`src/hdl/gmf_pkg.sv`:
```
// gmf_pkg: shared codes, field positions and carrier types of the group message framer
// assumes one 125 MHz clock domain; no software-visible registers
package gmf_pkg;
  localparam int WORD_W = 16;
  localparam int MAX_ITEMS = 8;
  localparam int IDX_W = 4;
  // message codes
  localparam logic [15:0] CODE_RECONFIG = 16'h8106;
  localparam logic [15:0] CODE_GROUP_NUM = 16'h8112;
  localparam logic [15:0] CODE_GROUP_STAT = 16'h8113;
  localparam logic [15:0] CODE_LB_MAP = 16'h8114;
  localparam logic [15:0] CODE_MOD_ERR = 16'h80A0;
  localparam logic [15:0] CODE_PWR_FAIL = 16'h80A1;
  localparam logic [15:0] CODE_ACK_SET_LOG = 16'h00CB;
  localparam logic [15:0] CODE_ACK_RST_LOG = 16'h00CC;
  localparam logic [15:0] CODE_ACK_RST_PHY = 16'h00CE;
  localparam logic [15:0] CODE_PARAM_ERR = 16'h503B;
  // request codes being acknowledged
  localparam logic [15:0] REQ_SET_LOG = 16'h0024;
  localparam logic [15:0] REQ_RST_LOG = 16'h0025;
  localparam logic [15:0] REQ_RST_PHY = 16'h0027;
  localparam logic [15:0] REQ_QUIT_ALL = 16'h0065;
  // error recovery codes shown as controller error
  localparam logic [15:0] ERR_BUS_SYSTEM = 16'h0038;
  localparam logic [15:0] ERR_FIFO_OVF = 16'h003C;
  // result word prefixes and counts
  localparam logic [7:0] RESULT_OK = 8'h00;
  localparam logic [7:0] RESULT_FAIL = 8'hFF;
  localparam logic [15:0] CNT_RECONFIG = 16'h0002;
  localparam logic [15:0] CNT_FAIL = 16'h0003;
  localparam logic [15:0] CNT_PARAM_ERR = 16'h0002;
  localparam logic [15:0] CNT_ONE = 16'h0001;
  localparam logic [15:0] CNT_ZERO = 16'h0000;
  localparam logic [15:0] ERRNUM_ID_CYCLE = 16'h0005;
  localparam logic [2:0] ERRNUM_MAX = 3'h5;
  localparam logic [2:0] ERRNUM_MIN = 3'h1;
  // field positions
  localparam int STATE_BIT = 0;
  localparam int GRP_LSB = 8;
  localparam int LBNUM_W = 12;
  localparam int DEPTH_LSB = 12;
  localparam int DIAG_W = 16;

  typedef enum logic [3:0] {
    GMF_MSG_RECONFIG,
    GMF_MSG_GROUP_NUM,
    GMF_MSG_GROUP_STAT,
    GMF_MSG_LB_MAP,
    GMF_MSG_MOD_ERR,
    GMF_MSG_PWR_FAIL,
    GMF_MSG_ACK_SET_LOG,
    GMF_MSG_ACK_RST_LOG,
    GMF_MSG_ACK_RST_PHY,
    GMF_MSG_PARAM_ERR
  } gmf_kind_t;

  // one list entry; meaning depends on message kind
  typedef struct packed {
    logic [7:0] lb_addr;
    logic [7:0] group;
    logic group_on;
    logic [11:0] lb_num;
    logic [3:0] depth;
  } gmf_item_t;

  typedef struct packed {
    gmf_kind_t kind;
    logic fail;
    logic [7:0] result_lo;
    logic [15:0] err_word;
    logic [15:0] add_word;
    logic [2:0] err_num;
    logic [15:0] param_num;
    logic [15:0] req_code;
    logic [IDX_W-1:0] n_items;
  } gmf_req_t;

  typedef struct packed {
    logic [15:0] data;
    logic first;
    logic last;
  } gmf_word_t;
endpackage

```
`src/hdl/gmf_framer.sv`:
```
// gmf_framer: serialises confirmation and indication messages as 16-bit words
// assumes the host pulls words with a ready signal; events come from local logic
`timescale 1ns/1ps
module gmf_framer (
  input wire logic sys_clk_in,
  input wire logic resetn_in,
  input wire logic req_valid_in,
  output logic req_ready_out,
  input wire gmf_pkg::gmf_req_t req_in,
  input wire gmf_pkg::gmf_item_t [gmf_pkg::MAX_ITEMS-1:0] items_in,
  input wire logic err_valid_in,
  input wire logic [15:0] err_code_in,
  output logic word_valid_out,
  input wire logic word_ready_in,
  output gmf_pkg::gmf_word_t word_out,
  output logic ctrl_err_out,
  output logic [15:0] diag_code_out,
  output logic [7:0] diag_count_out
);
  typedef enum logic [1:0] {GMF_IDLE, GMF_SEND} gmf_state_t;

  logic rst_meta_ff;
  logic rst_sync_ff;
  gmf_state_t state_ff;
  gmf_state_t nxt_state;
  gmf_pkg::gmf_req_t req_ff;
  gmf_pkg::gmf_item_t [gmf_pkg::MAX_ITEMS-1:0] items_ff;
  logic [4:0] pos_ff;
  logic [4:0] nxt_pos;
  gmf_pkg::gmf_word_t out_ff;
  logic valid_ff;
  logic ctrl_err_ff;
  logic [15:0] diag_code_ff;
  logic [7:0] diag_count_ff;
  wire [15:0] sel_word;
  wire [15:0] sel_count;
  wire [15:0] last_pos;
  wire take_req;
  wire word_taken;
  wire load_next;
  wire is_last;
  wire is_recovery;
  gmf_pkg::gmf_req_t clean_req;

  // reset release through two flops
  always_ff @(posedge sys_clk_in or negedge resetn_in) begin
    if (!resetn_in) begin
      rst_meta_ff <= 1'b0;
      rst_sync_ff <= 1'b0;
    end else begin
      rst_meta_ff <= 1'b1;
      rst_sync_ff <= rst_meta_ff;
    end
  end

  gmf_word_sel u_sel (
    .req_in(req_ff),
    .items_in(items_ff),
    .pos_in(pos_ff),
    .word_out(sel_word),
    .count_out(sel_count)
  );

  // no request accepted while the internal reset still holds
  assign req_ready_out = rst_sync_ff && (state_ff == GMF_IDLE) && !valid_ff;
  assign take_req = req_valid_in && req_ready_out;
  assign word_taken = valid_ff && word_ready_in;
  assign last_pos = 16'(sel_count + 16'h0001);
  assign is_last = ({11'h000, pos_ff} == last_pos);
  assign load_next = (state_ff == GMF_SEND) && (!valid_ff || word_taken);
  assign word_valid_out = valid_ff;
  assign word_out = out_ff;
  assign is_recovery = err_valid_in &&
                       ((err_code_in == gmf_pkg::ERR_BUS_SYSTEM) ||
                        (err_code_in == gmf_pkg::ERR_FIFO_OVF));
  assign ctrl_err_out = ctrl_err_ff;
  assign diag_code_out = diag_code_ff;
  assign diag_count_out = diag_count_ff;

  // out-of-range error numbers collapse to the id-cycle failure
  always_comb begin
    clean_req = req_in;
    if (req_in.err_num > gmf_pkg::ERRNUM_MAX || req_in.err_num < gmf_pkg::ERRNUM_MIN) begin
      clean_req.err_num = gmf_pkg::ERRNUM_ID_CYCLE[2:0];
    end
    // item list cannot exceed storage
    if (req_in.n_items > 4'(gmf_pkg::MAX_ITEMS)) begin
      clean_req.n_items = 4'(gmf_pkg::MAX_ITEMS);
    end
  end

  always_comb begin
    nxt_state = state_ff;
    nxt_pos = pos_ff;
    unique case (state_ff)
      GMF_IDLE: begin
        if (take_req) begin
          nxt_state = GMF_SEND;
          nxt_pos = 5'h0;
        end
      end
      GMF_SEND: begin
        if (load_next) begin
          nxt_pos = 5'(pos_ff + 5'h1);
          if (is_last) begin
            nxt_state = GMF_IDLE;
          end
        end
      end
      default: nxt_state = GMF_IDLE;
    endcase
  end

  always_ff @(posedge sys_clk_in or negedge rst_sync_ff) begin
    if (!rst_sync_ff) begin
      state_ff <= GMF_IDLE;
      pos_ff <= 5'h0;
      req_ff <= '0;
      items_ff <= '0;
    end else begin
      state_ff <= nxt_state;
      pos_ff <= nxt_pos;
      if (take_req) begin
        req_ff <= clean_req;
        items_ff <= items_in;
      end
    end
  end

  // output word register: code, count, then the counted parameters
  always_ff @(posedge sys_clk_in or negedge rst_sync_ff) begin
    if (!rst_sync_ff) begin
      out_ff <= '0;
      valid_ff <= 1'b0;
    end else if (load_next) begin
      out_ff.data <= sel_word;
      out_ff.first <= (pos_ff == 5'h0);
      out_ff.last <= is_last;
      valid_ff <= 1'b1;
    end else if (word_taken) begin
      valid_ff <= 1'b0;
    end
  end

  // controller error flag and diagnostic log of recovery codes
  always_ff @(posedge sys_clk_in or negedge rst_sync_ff) begin
    if (!rst_sync_ff) begin
      ctrl_err_ff <= 1'b0;
      diag_code_ff <= 16'h0000;
      diag_count_ff <= 8'h00;
    end else if (is_recovery) begin
      ctrl_err_ff <= 1'b1;
      diag_code_ff <= err_code_in;
      if (diag_count_ff != 8'hFF) begin
        diag_count_ff <= 8'(diag_count_ff + 8'h01);
      end
    end
  end

  // message framing checks and recovery logging check
  a_code_first: assert property (@(posedge sys_clk_in) disable iff (!rst_sync_ff)
    (word_valid_out && word_out.first) |-> (pos_ff == 5'h1))
    else $error("code word not at message start");
  a_count_word: assert property (@(posedge sys_clk_in) disable iff (!rst_sync_ff)
    (load_next && pos_ff == 5'h1) |=> (word_out.data == $past(sel_count)))
    else $error("count word wrong");
  a_reconfig_code: assert property (@(posedge sys_clk_in) disable iff (!rst_sync_ff)
    (load_next && pos_ff == 5'h0 && req_ff.kind == gmf_pkg::GMF_MSG_RECONFIG)
      |=> (word_out.data == gmf_pkg::CODE_RECONFIG))
    else $error("reconfig code wrong");
  a_reconfig_len: assert property (@(posedge sys_clk_in) disable iff (!rst_sync_ff)
    (state_ff == GMF_SEND && req_ff.kind == gmf_pkg::GMF_MSG_RECONFIG)
      |-> (sel_count == gmf_pkg::CNT_RECONFIG))
    else $error("reconfig count wrong");
  a_group_range: assert property (@(posedge sys_clk_in) disable iff (!rst_sync_ff)
    (word_valid_out && !word_out.first && req_ff.kind == gmf_pkg::GMF_MSG_RECONFIG
      && pos_ff > 5'h2) |-> (word_out.data[15:8] == 8'h00))
    else $error("address or group out of range");
  a_fail_count: assert property (@(posedge sys_clk_in) disable iff (!rst_sync_ff)
    (state_ff == GMF_SEND && req_ff.fail && (req_ff.kind == gmf_pkg::GMF_MSG_GROUP_NUM ||
     req_ff.kind == gmf_pkg::GMF_MSG_GROUP_STAT || req_ff.kind == gmf_pkg::GMF_MSG_LB_MAP))
      |-> (sel_count == gmf_pkg::CNT_FAIL))
    else $error("failure count not three");
  a_result_ok: assert property (@(posedge sys_clk_in) disable iff (!rst_sync_ff)
    (load_next && pos_ff == 5'h2 && !req_ff.fail &&
     (req_ff.kind == gmf_pkg::GMF_MSG_GROUP_NUM || req_ff.kind == gmf_pkg::GMF_MSG_GROUP_STAT ||
      req_ff.kind == gmf_pkg::GMF_MSG_LB_MAP))
      |=> (word_out.data[15:8] == gmf_pkg::RESULT_OK))
    else $error("positive result word wrong");
  a_state_word: assert property (@(posedge sys_clk_in) disable iff (!rst_sync_ff)
    (load_next && pos_ff > 5'h2 && !req_ff.fail && req_ff.kind == gmf_pkg::GMF_MSG_GROUP_STAT)
      |=> (word_out.data[7:1] == 7'h00))
    else $error("state word spare bits not zero");
  a_quit_all: assert property (@(posedge sys_clk_in) disable iff (!rst_sync_ff)
    (load_next && pos_ff == 5'h2 && req_ff.kind == gmf_pkg::GMF_MSG_PARAM_ERR &&
     req_ff.req_code == gmf_pkg::REQ_QUIT_ALL)
      |=> (word_out.data == gmf_pkg::ERRNUM_ID_CYCLE))
    else $error("quit-all error number not five");
  a_recovery_flag: assert property (@(posedge sys_clk_in) disable iff (!rst_sync_ff)
    is_recovery |=> (ctrl_err_out && diag_code_out == $past(err_code_in)))
    else $error("recovery code not logged");
  a_pwr_len: assert property (@(posedge sys_clk_in) disable iff (!rst_sync_ff)
    (state_ff == GMF_SEND && req_ff.kind == gmf_pkg::GMF_MSG_PWR_FAIL)
      |-> (sel_count == gmf_pkg::CNT_ONE))
    else $error("power fail count not one");
endmodule

```
`src/hdl/gmf_word_sel.sv`:
```
// gmf_word_sel: picks the word at a position of a message being framed
// assumes request and item list held stable by the framer while it runs
`timescale 1ns/1ps
module gmf_word_sel (
  input wire gmf_pkg::gmf_req_t req_in,
  input wire gmf_pkg::gmf_item_t [gmf_pkg::MAX_ITEMS-1:0] items_in,
  input wire logic [4:0] pos_in,
  output logic [15:0] word_out,
  output logic [15:0] count_out
);
  wire gmf_pkg::gmf_item_t pair_item;
  wire gmf_pkg::gmf_item_t one_item;
  wire [15:0] lb_word;
  wire [15:0] grp_word;
  wire [15:0] stat_word;
  wire [15:0] map_word;
  wire [15:0] result_word;
  logic [15:0] code_word;
  wire [15:0] err_num_word;
  wire [4:0] pair_idx;
  wire [4:0] one_idx;
  wire [15:0] n16;

  assign n16 = {12'h000, req_in.n_items};
  assign pair_idx = 5'((pos_in - 5'h3) >> 1);
  assign one_idx = pos_in - 5'h3;
  assign pair_item = items_in[pair_idx[2:0]];
  assign one_item = items_in[one_idx[2:0]];
  // addresses and groups are 8-bit fields, so 0..255 by construction
  assign lb_word = {8'h00, pair_item.lb_addr};
  assign grp_word = {8'h00, pair_item.group};
  assign stat_word = {one_item.group, 7'h00, one_item.group_on};
  assign map_word = {one_item.depth, one_item.lb_num};
  assign result_word = {req_in.fail ? gmf_pkg::RESULT_FAIL : gmf_pkg::RESULT_OK,
                        req_in.result_lo};
  // quit-all only ever reports the id-cycle failure
  assign err_num_word = (req_in.req_code == gmf_pkg::REQ_QUIT_ALL) ?
                        gmf_pkg::ERRNUM_ID_CYCLE : {13'h0000, req_in.err_num};

  always_comb begin
    unique case (req_in.kind)
      gmf_pkg::GMF_MSG_RECONFIG: code_word = gmf_pkg::CODE_RECONFIG;
      gmf_pkg::GMF_MSG_GROUP_NUM: code_word = gmf_pkg::CODE_GROUP_NUM;
      gmf_pkg::GMF_MSG_GROUP_STAT: code_word = gmf_pkg::CODE_GROUP_STAT;
      gmf_pkg::GMF_MSG_LB_MAP: code_word = gmf_pkg::CODE_LB_MAP;
      gmf_pkg::GMF_MSG_MOD_ERR: code_word = gmf_pkg::CODE_MOD_ERR;
      gmf_pkg::GMF_MSG_PWR_FAIL: code_word = gmf_pkg::CODE_PWR_FAIL;
      gmf_pkg::GMF_MSG_ACK_SET_LOG: code_word = gmf_pkg::CODE_ACK_SET_LOG;
      gmf_pkg::GMF_MSG_ACK_RST_LOG: code_word = gmf_pkg::CODE_ACK_RST_LOG;
      gmf_pkg::GMF_MSG_ACK_RST_PHY: code_word = gmf_pkg::CODE_ACK_RST_PHY;
      default: code_word = gmf_pkg::CODE_PARAM_ERR;
    endcase
  end

  always_comb begin
    count_out = gmf_pkg::CNT_ZERO;
    unique case (req_in.kind)
      gmf_pkg::GMF_MSG_RECONFIG: count_out = gmf_pkg::CNT_RECONFIG;
      gmf_pkg::GMF_MSG_GROUP_NUM:
        count_out = req_in.fail ? gmf_pkg::CNT_FAIL : 16'((n16 << 1) + 16'h0001);
      gmf_pkg::GMF_MSG_GROUP_STAT, gmf_pkg::GMF_MSG_LB_MAP:
        count_out = req_in.fail ? gmf_pkg::CNT_FAIL : 16'(n16 + 16'h0001);
      gmf_pkg::GMF_MSG_MOD_ERR: count_out = n16;
      gmf_pkg::GMF_MSG_PWR_FAIL: count_out = gmf_pkg::CNT_ONE;
      gmf_pkg::GMF_MSG_PARAM_ERR: count_out = gmf_pkg::CNT_PARAM_ERR;
      default: count_out = gmf_pkg::CNT_ZERO;
    endcase
  end

  // pos 0 code, 1 count, 2.. parameters
  always_comb begin
    word_out = 16'h0000;
    if (pos_in == 5'h0) begin
      word_out = code_word;
    end else if (pos_in == 5'h1) begin
      word_out = count_out;
    end else begin
      unique case (req_in.kind)
        gmf_pkg::GMF_MSG_RECONFIG:
          word_out = (pos_in == 5'h2) ? {8'h00, req_in.add_word[15:8]}
                                      : {8'h00, req_in.add_word[7:0]};
        gmf_pkg::GMF_MSG_GROUP_NUM, gmf_pkg::GMF_MSG_GROUP_STAT,
        gmf_pkg::GMF_MSG_LB_MAP: begin
          if (pos_in == 5'h2) begin
            word_out = result_word;
          end else if (req_in.fail) begin
            word_out = (pos_in == 5'h3) ? req_in.err_word : req_in.add_word;
          end else if (req_in.kind == gmf_pkg::GMF_MSG_GROUP_NUM) begin
            word_out = pos_in[0] ? lb_word : grp_word;
          end else if (req_in.kind == gmf_pkg::GMF_MSG_GROUP_STAT) begin
            word_out = stat_word;
          end else begin
            word_out = map_word;
          end
        end
        gmf_pkg::GMF_MSG_MOD_ERR:
          word_out = {8'h00, items_in[3'(pos_in - 5'h2)].lb_addr};
        gmf_pkg::GMF_MSG_PWR_FAIL: word_out = {8'h00, req_in.add_word[7:0]};
        gmf_pkg::GMF_MSG_PARAM_ERR:
          word_out = (pos_in == 5'h2) ? err_num_word : req_in.param_num;
        default: word_out = 16'h0000;
      endcase
    end
  end
endmodule

```
`config.mk`:
```
export PLATFORM = sky130hd
export DESIGN_NAME = gmf_framer
export DESIGN_NICKNAME = d
export VERILOG_FILES = /design/src/hdl/gmf_pkg.sv /design/src/hdl/gmf_framer.sv /design/src/hdl/gmf_word_sel.sv
export SDC_FILE = /design/constraint.sdc
export NUM_CORES = 1
export LEC_CHECK = 0
export BUFFER_PORTS_ARGS = -buffer_cell sky130_fd_sc_hd__buf_2
export CELL_PAD_IN_SITES_DETAIL_PLACEMENT = 2
export CELL_PAD_IN_SITES_GLOBAL_PLACEMENT = 2
export CORE_MARGIN = 2
export CORE_UTILIZATION = 25
export DETAILED_ROUTE_END_ITERATION = 16
export GPL_TIMING_DRIVEN = 0
export PLACE_DENSITY_LB_ADDON = 0.1
export SYNTH_ARGS = -nofsm -noshare
export SYNTH_HDL_FRONTEND = slang
export SYNTH_SLANG_ARGS = --single-unit
```
`constraint.sdc`:
```
create_clock -name sys_clk_in -period 17.9 [get_ports sys_clk_in]
set_clock_uncertainty 0.15 [all_clocks]
set_input_delay 4.475 -clock sys_clk_in [delete_from_list [all_inputs] [get_ports sys_clk_in]]
set_output_delay 4.475 -clock sys_clk_in [all_outputs]
set_load 0.02 [all_outputs]
```
==> results of run 1 <==
## cells in the final DEF, fill, tap and decap left out, types with 8 or more instances in the layout
cell type,count
clkbuf_16,53
xnor2_1,10
a221oi_1,11
dfrtp_1,399
nor2_1,27
inv_1,10
ha_1,13
a31oi_1,17
o21ai_0,32
clkbuf_1,113
o21ai_1,9
buf_2,428
nand2b_1,9
mux2i_1,29
a21oi_1,28
and2_1,18
xor2_1,8
mux4_2,101
nand2_1,1126
nor3_1,12
clkbuf_8,11
nand3_1,23
clkinv_2,9
## routing by layer
layer  part of all wire [%]  wire length [um]  vias to the layer above
li1                       -                 -                     8089
met5                 0.0071                 7                        -
met2                     50             49290                      393
met4                    2.5              2469                        2
met3                    3.5              3414                      127
met1                     44             43030                     9438
## kinds of logic (layout without fill, tap and decap cells)
family / after synthesis / count (layout)
xor gates and xnor gates: 20 / 20
AOI/OAI and AO/OA: 155 / 155
muxes: 136 / 136
DFF: 400 / 400
and+or+nand+nor: 1279 / 1279
other: 1 / 3
buffers and inverters: 147 / 660
adders and majority gates: 13 / 13
## flip-flops by register name, summed over array words and instances (netlist names)
register	cells
ctrl_err_out	1
diag_code_out	16
diag_count_out	8
items_ff	264
pos_ff	5
req_ff	84
rst_meta_ff	1
rst_sync_ff	1
state_ff	1
word_out	18
word_valid_out	1
## power groups by stage
stage	Combinational, mW	Clock, mW	Sequential [mW]
after detailed placement	2.40	0	1.69
after floorplan	1.44	0	1.55
after CTS	2.41	1.12	1.68
after global placement	2.32	0	1.68
after global routing	2.57	1.16	1.73
final	2.39	1.09	1.68
## final timing paths
path | to
max | req_ready_out
min | items_ff[177]$_DFFE_PN0P_
max reg2reg | word_out[6]$_DFFE_PN0P_
min reg2reg | items_ff[177]$_DFFE_PN0P_
max in group asynchronous | rst_sync_ff$_DFF_PN0_
min in group sys_clk_in | rst_sync_ff$_DFF_PN0_
## per-stage QoR
step | power (mW) | area [um2] | utilization, %
finish | 5.167 | 25210 | 32.02
global route | 5.465 | 25210 | 32.02
CTS | 5.211 | 25210 | 32.01
detailed placement | 4.087 | 23450 | 29.78
global placement | 4.004 | 23230 | 29.50
floorplan | 2.990 | 19850 | -
## final cells by class
class	instances	share of cell area (%)
diodes	2	0.01985
plain buffers	137	2.357
clock buffers	74	6.010
clock inverters	18	0.9579
inverters	10	0.1489
multi-input cells	1604	36.53
flip-flops and latches	400	39.72
well taps	1050	5.211
repair buffers	421	9.043
==> flow_summary.rst, run 1 <==
.. list-table::
   :header-rows: 1

   * - Metric
     - Value
   * - Area share of fa/ha/maj cells after synthesis
     - less than 1%
   * - Slowest cell delay on critical path
     - ~1 ns
   * - Final routed wire length divided by cell count
     - about 26 um
   * - Boundary pin count
     - just over 400
   * - Fraction of synthesis flops using an asynchronous set or reset pin
     - 100.0%
   * - Critical path, cell by cell
     - buf_16 > buf_16 > nor3b_1 > buf_2
   * - Critical path peak fanout
     - 52
   * - Die height
     - about 290 um
   * - Clock group share of total power
     - between 20% and 30%
   * - Largest net degree at the start of global routing
     - 57
   * - Area taken by multi-input logic gates
     - slightly above 9000 um2
   * - CP top delay family
     - simple AND/OR/NAND/NOR gates
   * - Leakage power figure
     - about 13 nW
   * - Period Utilization, post-route
     - between 40% and 50%
   * - Core box area
     - around 79000 um2
   * - Combinational power share
     - a little under half
   * - Final HPWL DP
     - 78080 um
   * - Transition time of the tightest slew-check pin
     - approximately 1.3 ns
   * - CP max stage cell
     - nor3b_1
   * - Largest family of logic cells by synthesized area
     - simple AND/OR/NAND/NOR gates
   * - TritonCTS clock tree
     - yes
   * - Initial DRC Count
     - between 1000 and 1500
   * - DRC violations left
     - 0
   * - Clock edge transition at the registers on the reported setup and hold paths
     - ~0.060 ns
   * - Buffering stage count on the worst path with inverters included
     - 3
   * - Peak Freq
     - approximately 0.12 GHz
   * - Met2 global-route usage
     - between 40 and 50%
   * - Number of inserted filler cells in the final layout
     - 8928
   * - Number of cell instances on the worst register-to-register path
     - 13
   * - Primary FF master, synth
     - dfrtp_1
   * - Post-Synthesis Cell Area
     - around 20000 um2
   * - Endpoints failing hold
     - 0
   * - Kind of critical path
     - flip-flop to output port
   * - Final ANT Viol Nets
     - 0
   * - Fraction of layout instances using a drive strength above 1
     - ~24%
   * - Worst reg2reg path startpoint
     - pos_ff[0]$_DFFE_PN0P_
   * - Post-CTS resize count
     - 0
   * - Xor and xnor area share after synthesis
     - less than 1%
   * - Area share of the largest cell type after synthesis
     - approximately half
   * - Worst Path Arrival
     - between 3 and 4 ns
   * - Number of global-route vias before repair
     - slightly above 20000
   * - Synth warn
     - 0
   * - Final net count
     - 3007
   * - Worst slew slack as a fraction of its limit
     - approximately 11%
   * - Tmin final
     - around 8.0 ns
   * - Worst voltage drop across the vdd grid
     - 0.08264 mV
   * - Routing usage on met3
     - around 3.3%
   * - Share of power burned in registers
     - between 30% and 40%
   * - Total track usage
     - 24.17%
   * - R2r setup slk
     - approximately 11 ns
   * - # setup viols final
     - 0
   * - Sw power
     - about 2.3 mW
   * - Fraction of met1 tracks used by global routing
     - between 30% and 40%
   * - Worst hold slack
     - 0.1781 ns
   * - Quantity of I/O buffers inserted on ports
     - 413
   * - Largest area contributor in the synthesized netlist
     - dfrtp_1
   * - Worst endpoint required time
     - 13.28 ns
   * - Placed cell count
     - approximately 3600
   * - Cell depth of the worst setup path
     - 4
   * - Pre-CTS setup slack
     - about 10 ns
   * - Longest Clk Path Bufs
     - 3
   * - Width of the die
     - 285.8 um
   * - Number of vias per cell after detailed routing
     - 4.857
   * - Number of flops mapped to enable cells by yosys
     - 0
   * - Clock root buffer master
     - clkbuf_16
   * - Maxcap violations
     - 0
   * - CTS hold repair buffers
     - 0
   * - Die area
     - about 82000 um2
   * - Cells taking the most area after synthesis
     - dfrtp_1 50%, nand2_1 21%, mux4_2 11%
   * - Initial Utilization
     - about a quarter
   * - Tightest Hold Check Type
     - flip-flop to async pin
   * - Global route hottest layer
     - met2
   * - Wire length of the first global-routing pass
     - between 100000 and 150000 um
   * - Post-synthesis area per instance
     - 9.228 um2
   * - Gate count of the mapped netlist
     - about 2200
   * - Final Slew Violations
     - 0
   * - Routability Congestion
     - between 0.9 and 1
   * - Setup repair after global routing missed its margin
     - false
   * - Number of nets in the synthesized netlist
     - between 2000 and 3000
   * - Antenna violations before repair
     - 7
   * - Post-synthesis sequential element count
     - 400
   * - Portion of the post-synthesis area used by sequential elements
     - about half
   * - PnR worst setup slack
     - 9.851 ns
   * - Post-CTS setup-driven buffer insertion count
     - 0
   * - Fraction of power spent switching nets
     - between 40% and 50%
   * - Most used standard cells in the synthesized netlist
     - 1126 x nand2_1, 400 x dfrtp_1, 104 x clkbuf_1, 101 x mux4_2, 32 x o21ai_0
   * - Area growth syn-to-layout
     - 27.00%
   * - Number of levels the H-tree was split into
     - 2
   * - Number of buffers added by the clock tree synthesis step
     - between 50 and 60
   * - Reg area
     - around 10000 um2
   * - Synthesized-area fraction occupied by ao, oa, aoi and oai cells
     - under 10%
   * - Most prevalent standard cell on the critical path
     - buf_16
   * - Sum of negative setup slack
     - 0 ns
   * - Crit end category
     - output port
   * - Routed wire length
     - just under 100000 um
   * - Internal cell power
     - between 2 and 3 mW
   * - Initial DRT Pass Iterations
     - 5
   * - Clock net sink count
     - 400
   * - Most frequently used cell type in the post-synthesis netlist
     - nand2_1
   * - Worst setup SP type
     - flip-flop
   * - Vias post-DR
     - approximately 18000
   * - Multiplexer area fraction after synthesis
     - 13.26%
   * - Simple-gate share of the synthesized area
     - around a quarter
   * - Setup crit start
     - rst_sync_ff$_DFF_PN0_
   * - Status
     - completed
   * - Placement row count
     - 103
   * - Leftover overflow at the end of global routing
     - 0
   * - Post-layout instance count excluding filler cells
     - between 3000 and 4000
   * - Post-synthesis cell type count
     - 72
   * - Worst skew pair latency
     - 0.61 ns
   * - Power density over the cells
     - roughly 200 nW/um2
(Power assumes the default switching activity.)
==> run 2: changes to the inputs <==
==> constraint.sdc (replaced) <==
create_clock -name sys_clk_in -period 7.85 [get_ports sys_clk_in]
set_clock_uncertainty 0.15 [all_clocks]
set_input_delay 1.9625 -clock sys_clk_in [delete_from_list [all_inputs] [get_ports sys_clk_in]]
set_output_delay 1.9625 -clock sys_clk_in [all_outputs]
set_load 0.02 [all_outputs]
==> run 2 against run 1 <==
Utilization about the same. Die area is the same. Wire length increased by 0.14%. First-iteration DRC count is 1.4% higher. Flip-flop and latch count did not move. Non-clock buffer count is 2 lower. Sequential power up 130%. Total power is 130% higher. Via count up 0.68%. Worst hold slack gained 0.025 ns.
==> flow_summary.rst, run 2 (synthesis gave the netlist of run 1 again) <==
.. list-table::
   :header-rows: 1

   * - Metric
     - Value
   * - Setup crit start
     - pos_ff[0]$_DFFE_PN0P_
   * - Initial Utilization
     - 25.21% (unchanged)
   * - Crit end category
     - flip-flop
   * - Number of cell instances on the worst register-to-register path
     - 13 (unchanged)
   * - Sum of negative setup slack
     - 0 ns (unchanged)
   * - Pre-CTS setup slack
     - 1.123 ns (-9.317 ns)
   * - Initial DRC Count
     - 1074 (+1.4%)
   * - Area growth syn-to-layout
     - 26.86%
   * - Final HPWL DP
     - 77750 um (-0.41%)
   * - Worst Path Arrival
     - 7.09 ns (+3.67 ns)
   * - Clock net sink count
     - 400 (unchanged)
   * - Routed wire length
     - 98350 um (+0.14%)
   * - Endpoints failing hold
     - 0 (unchanged)
   * - Worst endpoint required time
     - 8.16 ns (-5.12 ns)
   * - Worst skew pair latency
     - 0.61 ns (about the same)
   * - Combinational power share
     - 46.1% (-0.2 points)
   * - Tmin final
     - around 6.8 ns
   * - Clock root buffer master
     - clkbuf_16
   * - Placement row count
     - 103 (unchanged)
   * - Number of vias per cell after detailed routing
     - 4.895 (+0.79%)
   * - Worst setup SP type
     - flip-flop
   * - Commonest cells after routing, fill and taps aside
     - 1126 x nand2_1, 428 x buf_2, 399 x dfrtp_1
   * - R2r setup slk
     - 1.07 ns (-9.81 ns)
   * - Tightest Hold Check Type
     - flip-flop to flip-flop
   * - Quantity of I/O buffers inserted on ports
     - 413 (unchanged)
   * - Share of the core filled with cells in the final layout
     - 31.98% (-0.037 points)
   * - Die area
     - 81670 um2 (unchanged)
   * - Post-CTS setup-driven buffer insertion count
     - 0 (unchanged)
   * - Top Metal Used
     - met4
   * - Leakage power figure
     - 12.60 nW (about the same)
   * - Status
     - completed
   * - Final net count
     - 3005 (-0.067%)
   * - Final ANT Viol Nets
     - 0 (unchanged)
   * - Number of levels the H-tree was split into
     - 2 (unchanged)
   * - Largest register by flop count
     - items_ff
   * - Sum of met3 wire segment lengths after detailed routing
     - 3991 um (+17%)
   * - Final Slew Violations
     - 0 (unchanged)
   * - Number of buffers added by the clock tree synthesis step
     - 51 (unchanged)
   * - Total track usage
     - 24.00% (-0.17 points)
   * - Final routed wire length divided by cell count
     - 26.49 um (+0.24%)
   * - Core box area
     - 78740 um2 (unchanged)
   * - Design Area, Final
     - 25180 um2 (-0.11%)
   * - Largest net degree at the start of global routing
     - 68 (+19%)
   * - TritonCTS clock tree
     - yes
   * - Clock edge transition at the registers on the reported setup and hold paths
     - 0.06 ns (about the same)
   * - Critical path peak fanout
     - 11 (-79%)
   * - CTS hold repair buffers
     - 0 (unchanged)
   * - DRC violations left
     - 0 (unchanged)
   * - Worst voltage drop across the vdd grid
     - 0.1962 mV (+140%)
   * - Number of global-route vias before repair
     - 20430 (+0.43%)
   * - Share of power burned in registers
     - 32.6% (about the same)
   * - Number of flip-flops in the largest register
     - 264 (unchanged)
   * - Initial DRT Pass Iterations
     - 7 (+2)
   * - Critical register-to-register path endpoint
     - word_out[6]$_DFFE_PN0P_
   * - Worst slew slack as a fraction of its limit
     - 15.07% (+3.8 points)
   * - Power density over the cells
     - 468.4 nW/um2 (+130%)
   * - Worst reg2reg path startpoint
     - pos_ff[0]$_DFFE_PN0P_
   * - Setup repair after global routing missed its margin
     - false
   * - Total design power
     - 11.80 mW (+130%)
   * - Vias post-DR
     - 18170 (+0.68%)
   * - Most frequent standard cell in the layout excluding fill and tap cells
     - nand2_1
   * - Width of the die
     - 285.8 um (unchanged)
   * - Period Utilization, post-route
     - about 86%
   * - Clock group share of total power
     - 21.2% (about the same)
   * - PnR worst setup slack
     - 1.070 ns (-8.780 ns)
   * - Longest Clk Path Bufs
     - 3 (unchanged)
   * - Fraction of power spent switching nets
     - 43.93% (-0.11 points)
   * - Wl on met1
     - 42560 um (-1.1%)
   * - Leftover overflow at the end of global routing
     - 0 (unchanged)
   * - Routability Congestion
     - 0.8796 (-2.6%)
   * - Cell Area, Placed
     - 23400 um2 (-0.20%)
   * - Worst Setup EP
     - word_out[6]$_DFFE_PN0P_
   * - Internal cell power
     - 6.614 mW (+130%)
   * - Wire length of the first global-routing pass
     - 141800 um (-1.1%)
   * - Peak Freq
     - ~0.15 GHz
   * - Transition time of the tightest slew-check pin
     - 1.274 ns (-0.05287 ns)
   * - Post-CTS resize count
     - 0 (unchanged)
   * - Sw power
     - 5.181 mW (+130%)
   * - Met2 routed WL
     - 48740 um (-1.1%)
   * - # setup viols final
     - 0 (unchanged)
   * - Fraction of layout instances using a drive strength above 1
     - 24.32% (-0.039 points)
   * - Maxcap violations
     - 0 (unchanged)
   * - Die height
     - 285.8 um (unchanged)
   * - Kind of critical path
     - flip-flop to flip-flop
   * - Boundary pin count
     - 414 (unchanged)
   * - Antenna violations before repair
     - 4 (-3)
[run 2: cell count changes in the layout (fill, tap and decap cells not counted), sizes merged]
cell      before  now
buf          454  452
clkbuf       178  179
clkinv         9    8
clkinvlp       2    1
inv           12   11
[run 2: how the worst min path moves through the flow]
stage                          startpoint                    end  slack, ns  cells past startpoint
floorplan           rst_meta_ff$_DFF_PN0_  rst_sync_ff$_DFF_PN0_       0.18                      0
global placement    rst_meta_ff$_DFF_PN0_  rst_sync_ff$_DFF_PN0_       0.19                      0
detailed placement  rst_meta_ff$_DFF_PN0_  rst_sync_ff$_DFF_PN0_       0.20                      0
CTS                 rst_meta_ff$_DFF_PN0_  rst_sync_ff$_DFF_PN0_       0.21                      0
global route        rst_meta_ff$_DFF_PN0_  rst_sync_ff$_DFF_PN0_       0.21                      0
finish              rst_meta_ff$_DFF_PN0_  rst_sync_ff$_DFF_PN0_       0.20                      0
[run 2: critical path: stages (launching register included)]
cell	delay, ns
dfrtp_1	0.56
buf_6	0.29
buf_4	0.37
buf_4	0.38
inv_1	0.23
clkbuf_1	0.33
ha_1	0.47
buf_2	0.40
buf_1	0.98
clkbuf_1	1.01
clkbuf_1	0.46
a31oi_1	0.21
o31ai_1	0.58
a21oi_1	0.15
[run 2: per-layer routing]
metal / global-route usage [%] / vias up
met1: 31.22 / 9465
met2: 41.50 / 472
met3: 3.070 / 136
met5: 0 / -
li1: - / 8099
met4: 7.461 / 0
[run 2: area by class of cell]
class,count,area [um2]
Clock buffer,75,1549
Timing Repair Buffer,419,2232
Clock inverter,15,217.7
Sequential cell,400,10010
Multi-Input combinational cell,1604,9219
Tap cell,1050,1314
Inverter,10,37.54
Buffer,137,594.3
Fill cell,8889,53560
Antenna cell,2,5.005
[run 2: power groups by stage]
stage,Clock [mW],Combinational [mW],Sequential (mW)
floorplan,0,3.27,3.54
global placement,0,5.28,3.84
detailed placement,0,5.43,3.86
CTS,2.57,5.46,3.84
global route,2.65,5.84,3.96
finish,2.51,5.44,3.85
[run 2: stage by stage]
stage | cells | hold slack (ns)
global route | 3711 | 0.2148
finish | 3712 | 0.2030
global placement | 3614 | 0.1864
detailed placement | 3620 | 0.1957
CTS | 3710 | 0.2090
floorplan | 2151 | 0.1812
